==> config.mk <==
export PLATFORM = sky130hd
export DESIGN_NAME = tef_event_flags
export DESIGN_NICKNAME = d
export VERILOG_FILES = /design/src/tef_pkg.sv /design/src/tef_flag_if.sv /design/src/tef_event_flags.sv /design/src/tef_flag_bank.sv /design/src/tef_capt_store.sv
export SDC_FILE = /design/constraint.sdc
export NUM_CORES = 1
export LEC_CHECK = 0
export ABC_CLOCK_PERIOD_IN_PS = 3900
export BUFFER_PORTS_ARGS = -buffer_cell sky130_fd_sc_hd__buf_2
export CAP_MARGIN = 20
export CORE_MARGIN = 3
export CORE_UTILIZATION = 55
export CTS_CLUSTER_DIAMETER = 50
export DETAILED_ROUTE_END_ITERATION = 7
export HOLD_SLACK_MARGIN = 0.1
export PLACE_DENSITY_LB_ADDON = 0.08
export SYNTH_ARGS = -nofsm -noshare
export SYNTH_HDL_FRONTEND = slang
export SYNTH_SLANG_ARGS = --single-unit
==> constraint.sdc <==
create_clock -name i_core_clk -period 3.9 [get_ports i_core_clk]
set_clock_uncertainty 0.15 [all_clocks]
set_input_delay 0.195 -clock i_core_clk [delete_from_list [all_inputs] [get_ports i_core_clk]]
set_output_delay 0.195 -clock i_core_clk [all_outputs]
set_load 0.1 [all_outputs]
==> src/tef_pkg.sv <==
// constants, field layout and helper functions of the timer event flag block
package tef_pkg;

	// ------------------------------------------------------------
	// register offsets (byte addresses)
	// ------------------------------------------------------------
	localparam int          ADDR_W         = 8;
	localparam int          DATA_W         = 32;
	localparam logic [7:0]  ADDR_CTRL      = 8'h00;
	localparam logic [7:0]  ADDR_CAPT_MODE = 8'h04;
	localparam logic [7:0]  ADDR_INT_MASK  = 8'h24;
	localparam logic [7:0]  ADDR_FLAGS     = 8'h2C;
	localparam logic [7:0]  ADDR_CAPT_BASE = 8'h44;

	// ------------------------------------------------------------
	// field positions of the event flag register
	// ------------------------------------------------------------
	localparam int          BIT_OVERFLOW   = 0;
	localparam int          BIT_RETRIGGER  = 1;
	localparam int          BIT_COUNT      = 2;
	localparam int          BIT_ERR        = 3;
	localparam int          BIT_UPD_FAULT  = 10;
	localparam int          BIT_DBG_FAULT  = 11;
	localparam int          BIT_FLT_A      = 12;
	localparam int          BIT_FLT_B      = 13;
	localparam int          NRF_LSB        = 14;
	localparam int          NRF_N          = 2;
	localparam int          MC_LSB         = 16;
	localparam int          CH_N           = 4;
	localparam int          CAPT_W         = 24;
	localparam logic [31:0] FLAG_VALID     = 32'h000F_FC0F;

	// control and capture mode register fields
	localparam int          BIT_ENABLE     = 1;
	localparam logic [31:0] CTRL_VALID     = 32'h0000_0002;
	localparam logic [31:0] CAPT_MODE_VALID = 32'h0000_000F;

	// ------------------------------------------------------------
	// reset values
	// ------------------------------------------------------------
	localparam logic [31:0] FLAGS_RST      = 32'h0000_0000;
	localparam logic [31:0] MASK_RST       = 32'h0000_0000;
	localparam logic [3:0]  CAPT_MODE_RST  = 4'h0;

	// byte enables widened to a bit mask
	function automatic logic [31:0] lane_mask(input logic [3:0] be);
		lane_mask = {{8{be[3]}}, {8{be[2]}}, {8{be[1]}}, {8{be[0]}}};
	endfunction

	// byte-lane merge of a write into an old value
	function automatic logic [31:0] lane_merge(input logic [31:0] old_v, input logic [31:0] wd,
		input logic [3:0] be);
		logic [31:0] m;
		m = lane_mask(be);
		lane_merge = (old_v & ~m) | (wd & m);
	endfunction

endpackage

==> src/tef_flag_if.sv <==
// interface between the register front end and the sticky flag bank
`timescale 1ns/1ns
interface tef_flag_if #(
	parameter int N = 32
);
	logic [N-1:0] set;
	logic [N-1:0] clr;
	logic [N-1:0] flag;

	// flag bank side
	modport bank (
		input  set,
		input  clr,
		output flag
	);

	// controlling side
	modport ctl (
		output set,
		output clr,
		input  flag
	);
endinterface

==> src/tef_event_flags.sv <==
// timer event flag register with mask, interrupt and capture read-back
//
// Function
// - registers take 8-, 16- and 32-bit accesses via byte enables
// - enable-protected registers ignore writes while the timer is enabled
// - match/capture flag sets one count cycle after match or capture
// - writing one clears a match/capture flag; zero leaves it
// - in capture mode, reading the capture value clears its flag
// - unrecoverable fault flag sets one count cycle after the fault
// - writing one clears an unrecoverable fault flag; zero leaves it
// - recoverable fault B flag sets one count cycle after fault B
// - writing one clears recoverable fault B flag; zero leaves it
// - recoverable fault A flag sets one count cycle after fault A
// - overflow mask bit gates the overflow interrupt; zero disables it
//
// register map, byte offsets
//   0x00 control, bit 1 is the timer enable
//   0x04 capture mode, one bit per channel, writable only while disabled
//   0x24 interrupt mask, same layout as the event flags
//   0x2C event flags, write one to clear
//   0x44 + 4*n capture value of channel n, read only
//
// timing
//   an event high at edge c0 shows in the flag register after c0
//   a read strobe at c0 returns its data after c0, for one cycle only
//   the interrupt follows the flags one cycle later
//   a set and a clear of one flag in one cycle leave the flag set
//   unmapped reads return zero, unmapped writes are dropped
//
// Decided for this implementation: the plain strobed port.
`timescale 1ns/1ns
module tef_event_flags #(
	parameter int CH = tef_pkg::CH_N,
	parameter int CW = tef_pkg::CAPT_W
) (
	// clock and reset
	input  wire logic                     i_core_clk,
	input  wire logic                     i_rst,
	// register port
	input  wire logic [tef_pkg::ADDR_W-1:0] i_bus_addr,
	input  wire logic [31:0]              i_bus_wdata,
	input  wire logic [3:0]               i_bus_be,
	input  wire logic                     i_bus_wr,
	input  wire logic                     i_bus_rd,
	output logic [31:0]                   o_bus_rdata,
	// counter events
	input  wire logic                     i_overflow_evt,
	input  wire logic                     i_retrigger_evt,
	input  wire logic                     i_count_evt,
	input  wire logic                     i_err_evt,
	input  wire logic                     i_upd_fault_evt,
	input  wire logic                     i_dbg_fault_evt,
	// fault events
	input  wire logic                     i_flt_a_evt,
	input  wire logic                     i_flt_b_evt,
	input  wire logic [1:0]               i_nrf_evt,
	// channel events
	input  wire logic [CH-1:0]            i_cmp_match,
	input  wire logic [CH-1:0]            i_capt_valid,
	input  wire logic [CH*CW-1:0]         i_capt_data,
	// status outputs
	output logic                          o_enable,
	output logic [CH-1:0]                 o_capt_mode,
	output logic                          o_irq
);

	// ------------------------------------------------------------
	// state
	// ------------------------------------------------------------
	typedef struct packed {
		logic        en_r;
		logic [3:0]  capt_mode_r;
		logic [31:0] mask_r;
		logic [31:0] rdata_r;
		logic        irq_r;
	} tef_top_st_t;

	tef_top_st_t st_r;
	tef_top_st_t st_nxt;

	// flag bank link
	tef_flag_if #(.N(32)) flag_if ();

	// capture values
	logic [CH*CW-1:0] capt_value;

	// decode helpers
	logic             wr_flags;
	logic             rd_capt;
	logic [7:0]       capt_idx;
	logic [31:0]      wmask;
	logic [31:0]      set_vec;
	logic [31:0]      clr_vec;

	// ------------------------------------------------------------
	// functions
	// ------------------------------------------------------------

	// true when an address falls in the capture value window
	function automatic logic capt_hit(input logic [7:0] a);
		logic [7:0] off;
		off = a - tef_pkg::ADDR_CAPT_BASE;
		capt_hit = (a >= tef_pkg::ADDR_CAPT_BASE) && (off[1:0] == 2'b00) &&
			(off[7:2] < 6'(CH));
	endfunction

	// word index of a capture address
	function automatic logic [7:0] capt_index(input logic [7:0] a);
		logic [7:0] off;
		off = a - tef_pkg::ADDR_CAPT_BASE;
		capt_index = {2'b00, off[7:2]};
	endfunction

	// write strobe aimed at one register
	function automatic logic wr_hit(input logic wr, input logic [7:0] a, input logic [7:0] reg_a);
		wr_hit = wr && (a == reg_a);
	endfunction

	// control register image, only the enable bit is kept
	function automatic logic [31:0] ctrl_word(input logic en);
		ctrl_word = {30'h0, en, 1'b0} & tef_pkg::CTRL_VALID;
	endfunction

	// capture mode register image, one bit per channel
	function automatic logic [31:0] mode_word(input logic [3:0] m);
		mode_word = {28'h0, m} & tef_pkg::CAPT_MODE_VALID;
	endfunction

	// ------------------------------------------------------------
	// sub-blocks
	// ------------------------------------------------------------

	// sticky flags
	tef_flag_bank #(
		.VALID (tef_pkg::FLAG_VALID)
	) u_flags (
		.i_core_clk (i_core_clk),
		.i_rst      (i_rst),
		.fl         (flag_if.bank)
	);

	// capture value holding registers
	tef_capt_store #(
		.CH (CH),
		.CW (CW)
	) u_capt (
		.i_core_clk (i_core_clk),
		.i_rst      (i_rst),
		.i_valid    (i_capt_valid),
		.i_data     (i_capt_data),
		.o_value    (capt_value)
	);

	// ------------------------------------------------------------
	// access decode
	// ------------------------------------------------------------

	// byte lanes of the current write
	assign wmask    = tef_pkg::lane_mask(i_bus_be);
	assign wr_flags = wr_hit(i_bus_wr, i_bus_addr, tef_pkg::ADDR_FLAGS);
	assign rd_capt  = i_bus_rd && capt_hit(i_bus_addr);
	assign capt_idx = capt_index(i_bus_addr);

	// ------------------------------------------------------------
	// flag set sources, registered in the bank
	// ------------------------------------------------------------
	always_comb begin
		set_vec = '0;
		set_vec[tef_pkg::BIT_OVERFLOW] = i_overflow_evt;
		set_vec[tef_pkg::BIT_RETRIGGER] = i_retrigger_evt;
		set_vec[tef_pkg::BIT_COUNT] = i_count_evt;
		set_vec[tef_pkg::BIT_ERR] = i_err_evt;
		set_vec[tef_pkg::BIT_UPD_FAULT] = i_upd_fault_evt;
		set_vec[tef_pkg::BIT_DBG_FAULT] = i_dbg_fault_evt;
		set_vec[tef_pkg::BIT_FLT_A] = i_flt_a_evt;
		set_vec[tef_pkg::BIT_FLT_B] = i_flt_b_evt;
		set_vec[tef_pkg::NRF_LSB +: tef_pkg::NRF_N] = i_nrf_evt;
		set_vec[tef_pkg::MC_LSB +: CH] = i_cmp_match | i_capt_valid;
	end

	// ------------------------------------------------------------
	// flag clear sources
	// ------------------------------------------------------------
	always_comb begin
		clr_vec = '0;
		// write one clears, zero and unselected lanes leave the flag
		if (wr_flags) begin
			clr_vec = i_bus_wdata & wmask & tef_pkg::FLAG_VALID;
		end
		// reading a capture value clears the channel flag in capture mode
		if (rd_capt && st_r.capt_mode_r[capt_idx[1:0]]) begin
			clr_vec[tef_pkg::MC_LSB + 32'(capt_idx[1:0])] = 1'b1;
		end
	end

	assign flag_if.set = set_vec;
	assign flag_if.clr = clr_vec;

	// ------------------------------------------------------------
	// register writes, read mux and interrupt
	// ------------------------------------------------------------
	always_comb begin
		logic [31:0] ctrl_v;
		logic [31:0] mode_v;
		logic [31:0] mask_v;
		ctrl_v = '0;
		mode_v = '0;
		mask_v = '0;
		st_nxt = st_r;

		// control register, enable bit
		if (wr_hit(i_bus_wr, i_bus_addr, tef_pkg::ADDR_CTRL)) begin
			ctrl_v = tef_pkg::lane_merge(ctrl_word(st_r.en_r), i_bus_wdata, i_bus_be);
			st_nxt.en_r = ctrl_v[tef_pkg::BIT_ENABLE];
		end

		// capture mode is enable-protected
		if (wr_hit(i_bus_wr, i_bus_addr, tef_pkg::ADDR_CAPT_MODE) && !st_r.en_r) begin
			mode_v = tef_pkg::lane_merge(mode_word(st_r.capt_mode_r), i_bus_wdata, i_bus_be);
			st_nxt.capt_mode_r = mode_v[3:0];
		end

		// interrupt mask
		if (wr_hit(i_bus_wr, i_bus_addr, tef_pkg::ADDR_INT_MASK)) begin
			mask_v = tef_pkg::lane_merge(st_r.mask_r, i_bus_wdata, i_bus_be);
			st_nxt.mask_r = mask_v & tef_pkg::FLAG_VALID;
		end

		// read data stand only in the cycle after the read strobe
		st_nxt.rdata_r = '0;
		if (i_bus_rd) begin
			unique case (i_bus_addr)
				tef_pkg::ADDR_CTRL: begin
					st_nxt.rdata_r = ctrl_word(st_r.en_r);
				end
				tef_pkg::ADDR_CAPT_MODE: begin
					st_nxt.rdata_r = mode_word(st_r.capt_mode_r);
				end
				tef_pkg::ADDR_INT_MASK: begin
					st_nxt.rdata_r = st_r.mask_r;
				end
				tef_pkg::ADDR_FLAGS: begin
					st_nxt.rdata_r = flag_if.flag;
				end
				default: begin
					if (rd_capt) begin
						st_nxt.rdata_r = 32'(capt_value[32'(capt_idx[1:0]) * CW +: CW]);
					end
				end
			endcase
		end

		// level interrupt, any flag whose mask bit is one
		st_nxt.irq_r = |(flag_if.flag & st_r.mask_r);
	end

	// ------------------------------------------------------------
	// state register
	// ------------------------------------------------------------
	always_ff @(posedge i_core_clk) begin
		if (i_rst) begin
			st_r.en_r        <= 1'b0;
			st_r.capt_mode_r <= tef_pkg::CAPT_MODE_RST;
			st_r.mask_r      <= tef_pkg::MASK_RST;
			st_r.rdata_r     <= 32'h0000_0000;
			st_r.irq_r       <= 1'b0;
		end else begin
			st_r <= st_nxt;
		end
	end

	// outputs straight from flip-flops
	assign o_bus_rdata = st_r.rdata_r;
	assign o_enable    = st_r.en_r;
	assign o_capt_mode = st_r.capt_mode_r;
	assign o_irq       = st_r.irq_r;

endmodule

==> src/tef_flag_bank.sv <==
// sticky event flags, set by hardware and cleared by writing one
`timescale 1ns/1ns
module tef_flag_bank #(
	parameter logic [31:0] VALID = tef_pkg::FLAG_VALID
) (
	// clock and reset
	input  wire logic i_core_clk,
	input  wire logic i_rst,
	// set and clear vectors, flag state
	tef_flag_if.bank  fl
);
	typedef struct packed {
		logic [31:0] flag_r;
	} tef_bank_st_t;

	tef_bank_st_t st_r;
	tef_bank_st_t st_nxt;

	// a set in the same cycle as a clear wins
	always_comb begin
		st_nxt        = st_r;
		st_nxt.flag_r = ((st_r.flag_r & ~fl.clr) | fl.set) & VALID;
	end

	// flags register
	always_ff @(posedge i_core_clk) begin
		if (i_rst) begin
			st_r.flag_r <= tef_pkg::FLAGS_RST;
		end else begin
			st_r <= st_nxt;
		end
	end

	assign fl.flag = st_r.flag_r;
endmodule

==> src/tef_capt_store.sv <==
// per-channel capture value storage
`timescale 1ns/1ns
module tef_capt_store #(
	parameter int CH = tef_pkg::CH_N,
	parameter int CW = tef_pkg::CAPT_W
) (
	// clock and reset
	input  wire logic            i_core_clk,
	input  wire logic            i_rst,
	// capture inputs
	input  wire logic [CH-1:0]   i_valid,
	input  wire logic [CH*CW-1:0] i_data,
	// stored values
	output logic [CH*CW-1:0]     o_value
);
	typedef struct packed {
		logic [CH*CW-1:0] val_r;
	} tef_capt_st_t;

	tef_capt_st_t st_r;
	tef_capt_st_t st_nxt;

	// load each channel on its own valid strobe
	always_comb begin
		st_nxt = st_r;
		for (int i = 0; i < CH; i++) begin
			if (i_valid[i]) begin
				st_nxt.val_r[i*CW +: CW] = i_data[i*CW +: CW];
			end
		end
	end

	// value register
	always_ff @(posedge i_core_clk) begin
		if (i_rst) begin
			st_r.val_r <= '0;
		end else begin
			st_r <= st_nxt;
		end
	end

	assign o_value = st_r.val_r;
endmodule

==> results of run 1 <==
critical path, delay by kind of cell:
kind | cells | cell delay, ps
buf+inv | 4 | 1850
simple gates | 3 | 620
compound gates | 1 | 200
fa+ha+maj | 1 | 640
power breakdown:
group	switching, mW	leakage, nW	internal [mW]	total (mW)
sequential	0.0421	1.26	1.64	1.69
combinational	0.262	2.92	0.282	0.544
clock	0.654	0.266	0.908	1.56
per-layer routing:
layer | up-vias | wire length [um] | track usage
met5 | - | 0 | 0
met4 | 0 | 751 | 0.1429
met3 | 59 | 1291 | 0.07593
met2 | 275 | 11040 | 0.5623
met1 | 2986 | 8078 | 0.3478
li1 | 2866 | - | -
final cells by class:
type / instances / area (um2) / share of cell area
Antenna cell: 1 / 2.502 / 0.0002587
Clock inverter: 10 / 93.84 / 0.009700
Multi-Input combinational cell: 432 / 3313 / 0.3425
Tap cell: 168 / 210.2 / 0.02173
Sequential cell: 154 / 3083 / 0.3187
Timing Repair Buffer: 337 / 2504 / 0.2588
Inverter: 2 / 7.507 / 0.0007760
Clock buffer: 21 / 460.4 / 0.04759
cell usage after synthesis, types with 8 or more instances:
| cell type | instances |
|---|---|
| a21oi_1 | 24 |
| a221oi_1 | 8 |
| a22o_1 | 18 |
| buf_2 | 12 |
| buf_4 | 39 |
| clkbuf_1 | 27 |
| dfxtp_1 | 154 |
| mux2i_1 | 115 |
| mux4_2 | 25 |
| nand2_1 | 22 |
| nand4_1 | 12 |
| nor2_1 | 131 |
| nor2b_1 | 13 |
| o211ai_1 | 13 |
cell families after synthesis:
logic type | synth area share
AOI/OAI and AO/OA | 0.08022
adders and majority gates | 0.01276
buffers and inverters | 0.07183
DFF | 0.4492
muxes | 0.2514
other | 0.0005464
and+or+nand+nor | 0.1340
stage by stage:
stage / hold slack [ps] / cell area (um2) / instances / util / total power, mW
after floorplan: 162.4 / 6889 / 670 / - / 1.982
after global placement: 253.7 / 7515 / 933 / 0.6205 / 2.102
after detailed placement: 256.2 / 7515 / 933 / 0.6205 / 2.113
after CTS: 103.3 / 9661 / 1123 / 0.7976 / 3.768
after global routing: 142.3 / 9674 / 1125 / 0.7988 / 3.932
final: 128.3 / 9674 / 1125 / 0.7988 / 3.792
final timing paths:
check                                          to
setup / recovery   u_flags.fl.flag[13]$_SDFF_PP0_
hold / removal          o_bus_rdata[1]$_SDFF_PP0_
setup reg to reg   u_flags.fl.flag[17]$_SDFF_PP0_
hold reg to reg   u_capt.o_value[72]$_SDFFE_PP0P_
==> reports/qor.yml, run 1 <==
gp_congestion: 0.8437
final_cell_mix: "171 x buf_2, 159 x dlygate4sd3_1, 154 x dfxtp_1"
status: "completed"
ys.flop_type: "dfxtp_1"
post_cts_buffers: 0
slew_headroom: 0.3584
yosys-top-cells-area: "dfxtp_1 45%, mux2i_1 17%, mux4_2 8.2%"
required_ps: 4050
cts_resized: 0
core_area_mm2: 0.01211
hold_path.startpoint: "i_bus_addr[5]"
tns_ps: 0
crit_fanout: 16
htreeDepth: 4
irDropWorstVdd_v: 0.0002948
arrival_ps: 3500
cpPeakStageDelay_ps: 640
final.setup.worst_slack_ps: 553.9
synth_edf_count: 0
dr.pass1.iters: 5
fmax_mhz: 298.9
fin_crit_ps: 3346
hold_path_depth: 4
postSynthAreaPerCell_um2: 10.35
initial_core_util: 0.5666
antenna_found_initial: 1
worstSetupPathType: "in -> reg"
drt-initial-drc-count: 615
drt_wl_total_mm: 21.16
ys_ff_latch: 154
cp-end-kind: "register"
worstSetupStartpoint: "i_bus_addr[2]"
die_x_um: 117.7
worst_skew_pair.late_latency_ps: 430
routed_via_density: 5.499
cts_buffers: 17
numClockSinks: 154
detail-route-antenna-nets: 0
synth_cell_types: 43
grt_overflow: 0
avgRoutedWirePerCell_um: 18.81
layout_commonest_cell: "buf_2"
drc: 0
ff2ff_setup_slack_ps: 1820
hold_buffers: 159
cpMostUsedCell: "dlygate4sd3_1"
port_buffers: 172
ys_warn_count: 0
place_hpwl_mm: 12.08
cts_buffer_depth: 2
fill_cells: 777
power_density_mw_per_mm2: 392.0
areaGrowthSynthToFinish_pct: 40.97
start_kind: "primary input"
grt_max_degree: 99
syn_inst: 663
dieArea_mm2: 0.01385
hold_class: "in -> reg"
clk_pin_slew_ps: 60
yosysSeqAreaShare: 0.4492
maxCapViolCount: 0
rows: 40
yosysTopAreaCellShare: 0.4492
slew_viol_final: 0
grt_util_all_layers: 0.3125
hold_violations: 0
drive_above_1_share: 0.2542
synth_async_sr_flop_share: 0
min_period_over_period: 0.8580
grt_pass1_wl_mm: 34.42
worstRegToRegCells: 4
cts_root_buf: "clkbuf_16"
path_cells: "buf_2 -> ha_1 -> nor4bb_1 -> buf_4 -> nand4_1 -> a21oi_1 -> dlygate4sd3_1 -> nor2_1 -> dlygate4sd3_1"
final-setup-viol-count: 0
io_pins: 200
worst_slew_pin_slew_ps: 962.3
die_y_um: 117.7
syn-cell-area_mm2: 0.006863
grt_setup_unrepaired: "false"
grt_pass1_vias: 6708
vias: 6186
dp_slack_ps: 1146
fin_nets: 1113
cts_tree: "yes"
leakage_nw: 4.447
cp_slowest_cell: "ha_1"
synth_area_leader_cell: "dfxtp_1"
No activity file was read; power rests on OpenSTA's default activity.
==> inputs of run 2 (changes only) <==
--- a/config.mk
+++ b/config.mk
@@ -5,11 +5,11 @@
 export SDC_FILE = /design/constraint.sdc
 export NUM_CORES = 1
 export LEC_CHECK = 0
-export ABC_CLOCK_PERIOD_IN_PS = 3900
+export ABC_CLOCK_PERIOD_IN_PS = 3470
 export BUFFER_PORTS_ARGS = -buffer_cell sky130_fd_sc_hd__buf_2
 export CAP_MARGIN = 20
 export CORE_MARGIN = 3
-export CORE_UTILIZATION = 55
+export CORE_UTILIZATION = 52
 export CTS_CLUSTER_DIAMETER = 50
 export DETAILED_ROUTE_END_ITERATION = 7
 export HOLD_SLACK_MARGIN = 0.1
==> constraint.sdc (replaced) <==
create_clock -name i_core_clk -period 3.47 [get_ports i_core_clk]
set_clock_uncertainty 0.15 [all_clocks]
set_input_delay 0.1735 -clock i_core_clk [delete_from_list [all_inputs] [get_ports i_core_clk]]
set_output_delay 0.1735 -clock i_core_clk [all_outputs]
set_load 0.1 [all_outputs]
==> reports/qor.yml, run 2 (synthesis gave the netlist of run 1 again) <==
numClockSinks: 154  # unchanged
register_area_mm2: 0.003083  # unchanged
cts_tree: "yes"  # unchanged
die_y_um: 120.9  # was 117.7 um
grt_overflow: 0  # unchanged
initial_core_util: 0.5373  # was 0.5666
gp_congestion: 0.9264  # was 0.8437
hold_class: "in -> reg"  # unchanged
areaGrowthSynthToFinish_pct: 38.96  # was 40.97%
dr.pass1.iters: 5  # unchanged
worstSetupPathType: "in -> reg"  # unchanged
drt_wl_total_mm: 19.74  # was 21.16 mm
grt_util_all_layers: 0.2746  # was 0.3125
slew_viol_final: 0  # unchanged
rows: 41  # was 40
drc: 0  # unchanged
cts_root_buf: "clkbuf_16"  # unchanged
leakage_nw: 4.358  # was 4.447 nW
slew_headroom: 0.3953  # was 0.3584
arrival_ps: 2810  # was 3500 ps
worst_slew_pin_slew_ps: 907.0  # was 962.3 ps
final.setup.worst_slack_ps: 804.2  # was 553.9 ps
start_kind: "primary input"  # unchanged
fill_cells: 860  # was 777
power_density_mw_per_mm2: 456.8  # was 392.0 mW/mm2
htreeDepth: 4  # unchanged
crit_fanout: 17  # was 16
io_pins: 200  # unchanged
status: "completed"  # unchanged
clk_pin_slew_ps: 50  # was 60 ps
final-setup-viol-count: 0  # unchanged
fmax_mhz: 375.1
grt_pass1_vias: 6080  # was 6708
place_hpwl_mm: 12.35  # was 12.08 mm
die_x_um: 120.9  # was 117.7 um
irDropWorstVdd_v: 0.0003018  # was 0.0002948 V
cts_buffer_depth: 2  # unchanged
fin_crit_ps: 2666
layout_commonest_cell: "buf_2"  # unchanged
final_cell_mix: "171 x buf_2, 154 x dfxtp_1, 137 x dlygate4sd3_1"  # was 171 x buf_2, 159 x dlygate4sd3_1, 154 x dfxtp_1
tns_ps: 0  # unchanged
port_buffers: 172  # unchanged
drt-initial-drc-count: 482  # was 615
required_ps: 3610  # was 4050 ps
finalNonFillerCells: 1114  # was 1125
routed_via_density: 5.365  # was 5.499
vias: 5977  # was 6186
multi_input_area_mm2: 0.003313  # unchanged
dp.cells: 942  # was 933
dp_slack_ps: 871.5  # was 1146 ps
hold_path.startpoint: "i_bus_be[2]"  # was i_bus_addr[5]
fin_nets: 1095  # was 1113
core_area_mm2: 0.01277  # was 0.01211 mm2
detail-route-antenna-nets: 0  # unchanged
hold_violations: 0  # unchanged
cts_buffers: 17  # unchanged
dieArea_mm2: 0.01461  # was 0.01385 mm2
post_cts_buffers: 0  # unchanged
grt_max_degree: 69  # was 99
maxCapViolCount: 0  # unchanged
worstSetupStartpoint: "i_bus_addr[2]"  # unchanged
antenna_found_initial: 3  # was 1
grt_pass1_wl_mm: 31.15  # was 34.42 mm
min_period_over_period: 0.7682
grt_setup_unrepaired: "false"  # unchanged
avgRoutedWirePerCell_um: 17.72  # was 18.81 um
worst_skew_pair.late_latency_ps: 420  # was 430 ps
drive_above_1_share: 0.2599  # was 0.2542
cp-end-kind: "register"  # unchanged
==> run 2: area by class of cell <==
class / instances / area share
antenna: 3 / 0.0007872
inverter: 2 / 0.0007872
sequential: 154 / 0.3233
clock buffer: 26 / 0.05130
tap: 172 / 0.02257
timing repair buffer: 319 / 0.2422
clock inverter: 6 / 0.01168
multi-input combinational: 432 / 0.3474
==> run 2: metrics by stage <==
step                power [mW]  area [um2]  hold WS, ps  utilization
CTS                      4.366        9529        107.3       0.7460
finish                   4.356        9537        128.5       0.7466
detailed placement       2.379        7557        234.3       0.5916
floorplan                2.228        6889        140.9            -
global route             4.509        9537        123.0       0.7466
global placement         2.363        7557        227.1       0.5916
==> run 2: worst paths after layout <==
check	to	slack, ps	cells past startpoint
worst max-delay path	u_flags.fl.flag[16]$_SDFF_PP0_	800	8
worst min register to register	u_capt.o_value[88]$_SDFFE_PP0P_	340	2
worst max register to register	u_flags.fl.flag[17]$_SDFF_PP0_	1360	4
worst min-delay path	u_flags.fl.flag[18]$_SDFF_PP0_	130	4
==> run 2: layer usage <==
layer,vias to the layer above,wire length (um),GRT usage,share of wire
li1,2823,-,-,-
met1,2859,8117,0.3372,0.41
met2,256,9832,0.4630,0.50
met3,39,1290,0.06294,0.065
met4,0,496,0.1169,0.025
met5,-,0,0,0
==> run 2: timing repair <==
action | in CTS | in global routing
resized for setup | 0 | 0
hold buffers | 137 | 0
hold endpoints to repair | 129 | 0
==> run 2: critical path, stage by stage <==
cell	delay (ps)
buf_2	410
inv_1	170
ha_1	290
nor3_2	160
and2_1	630
o21a_1	270
a221oi_1	90
dlygate4sd3_1	610
==> run 2: where the power goes <==
group          switching, mW  internal, mW
registers             0.0444          1.85
logic                  0.280         0.307
clock network          0.687          1.19
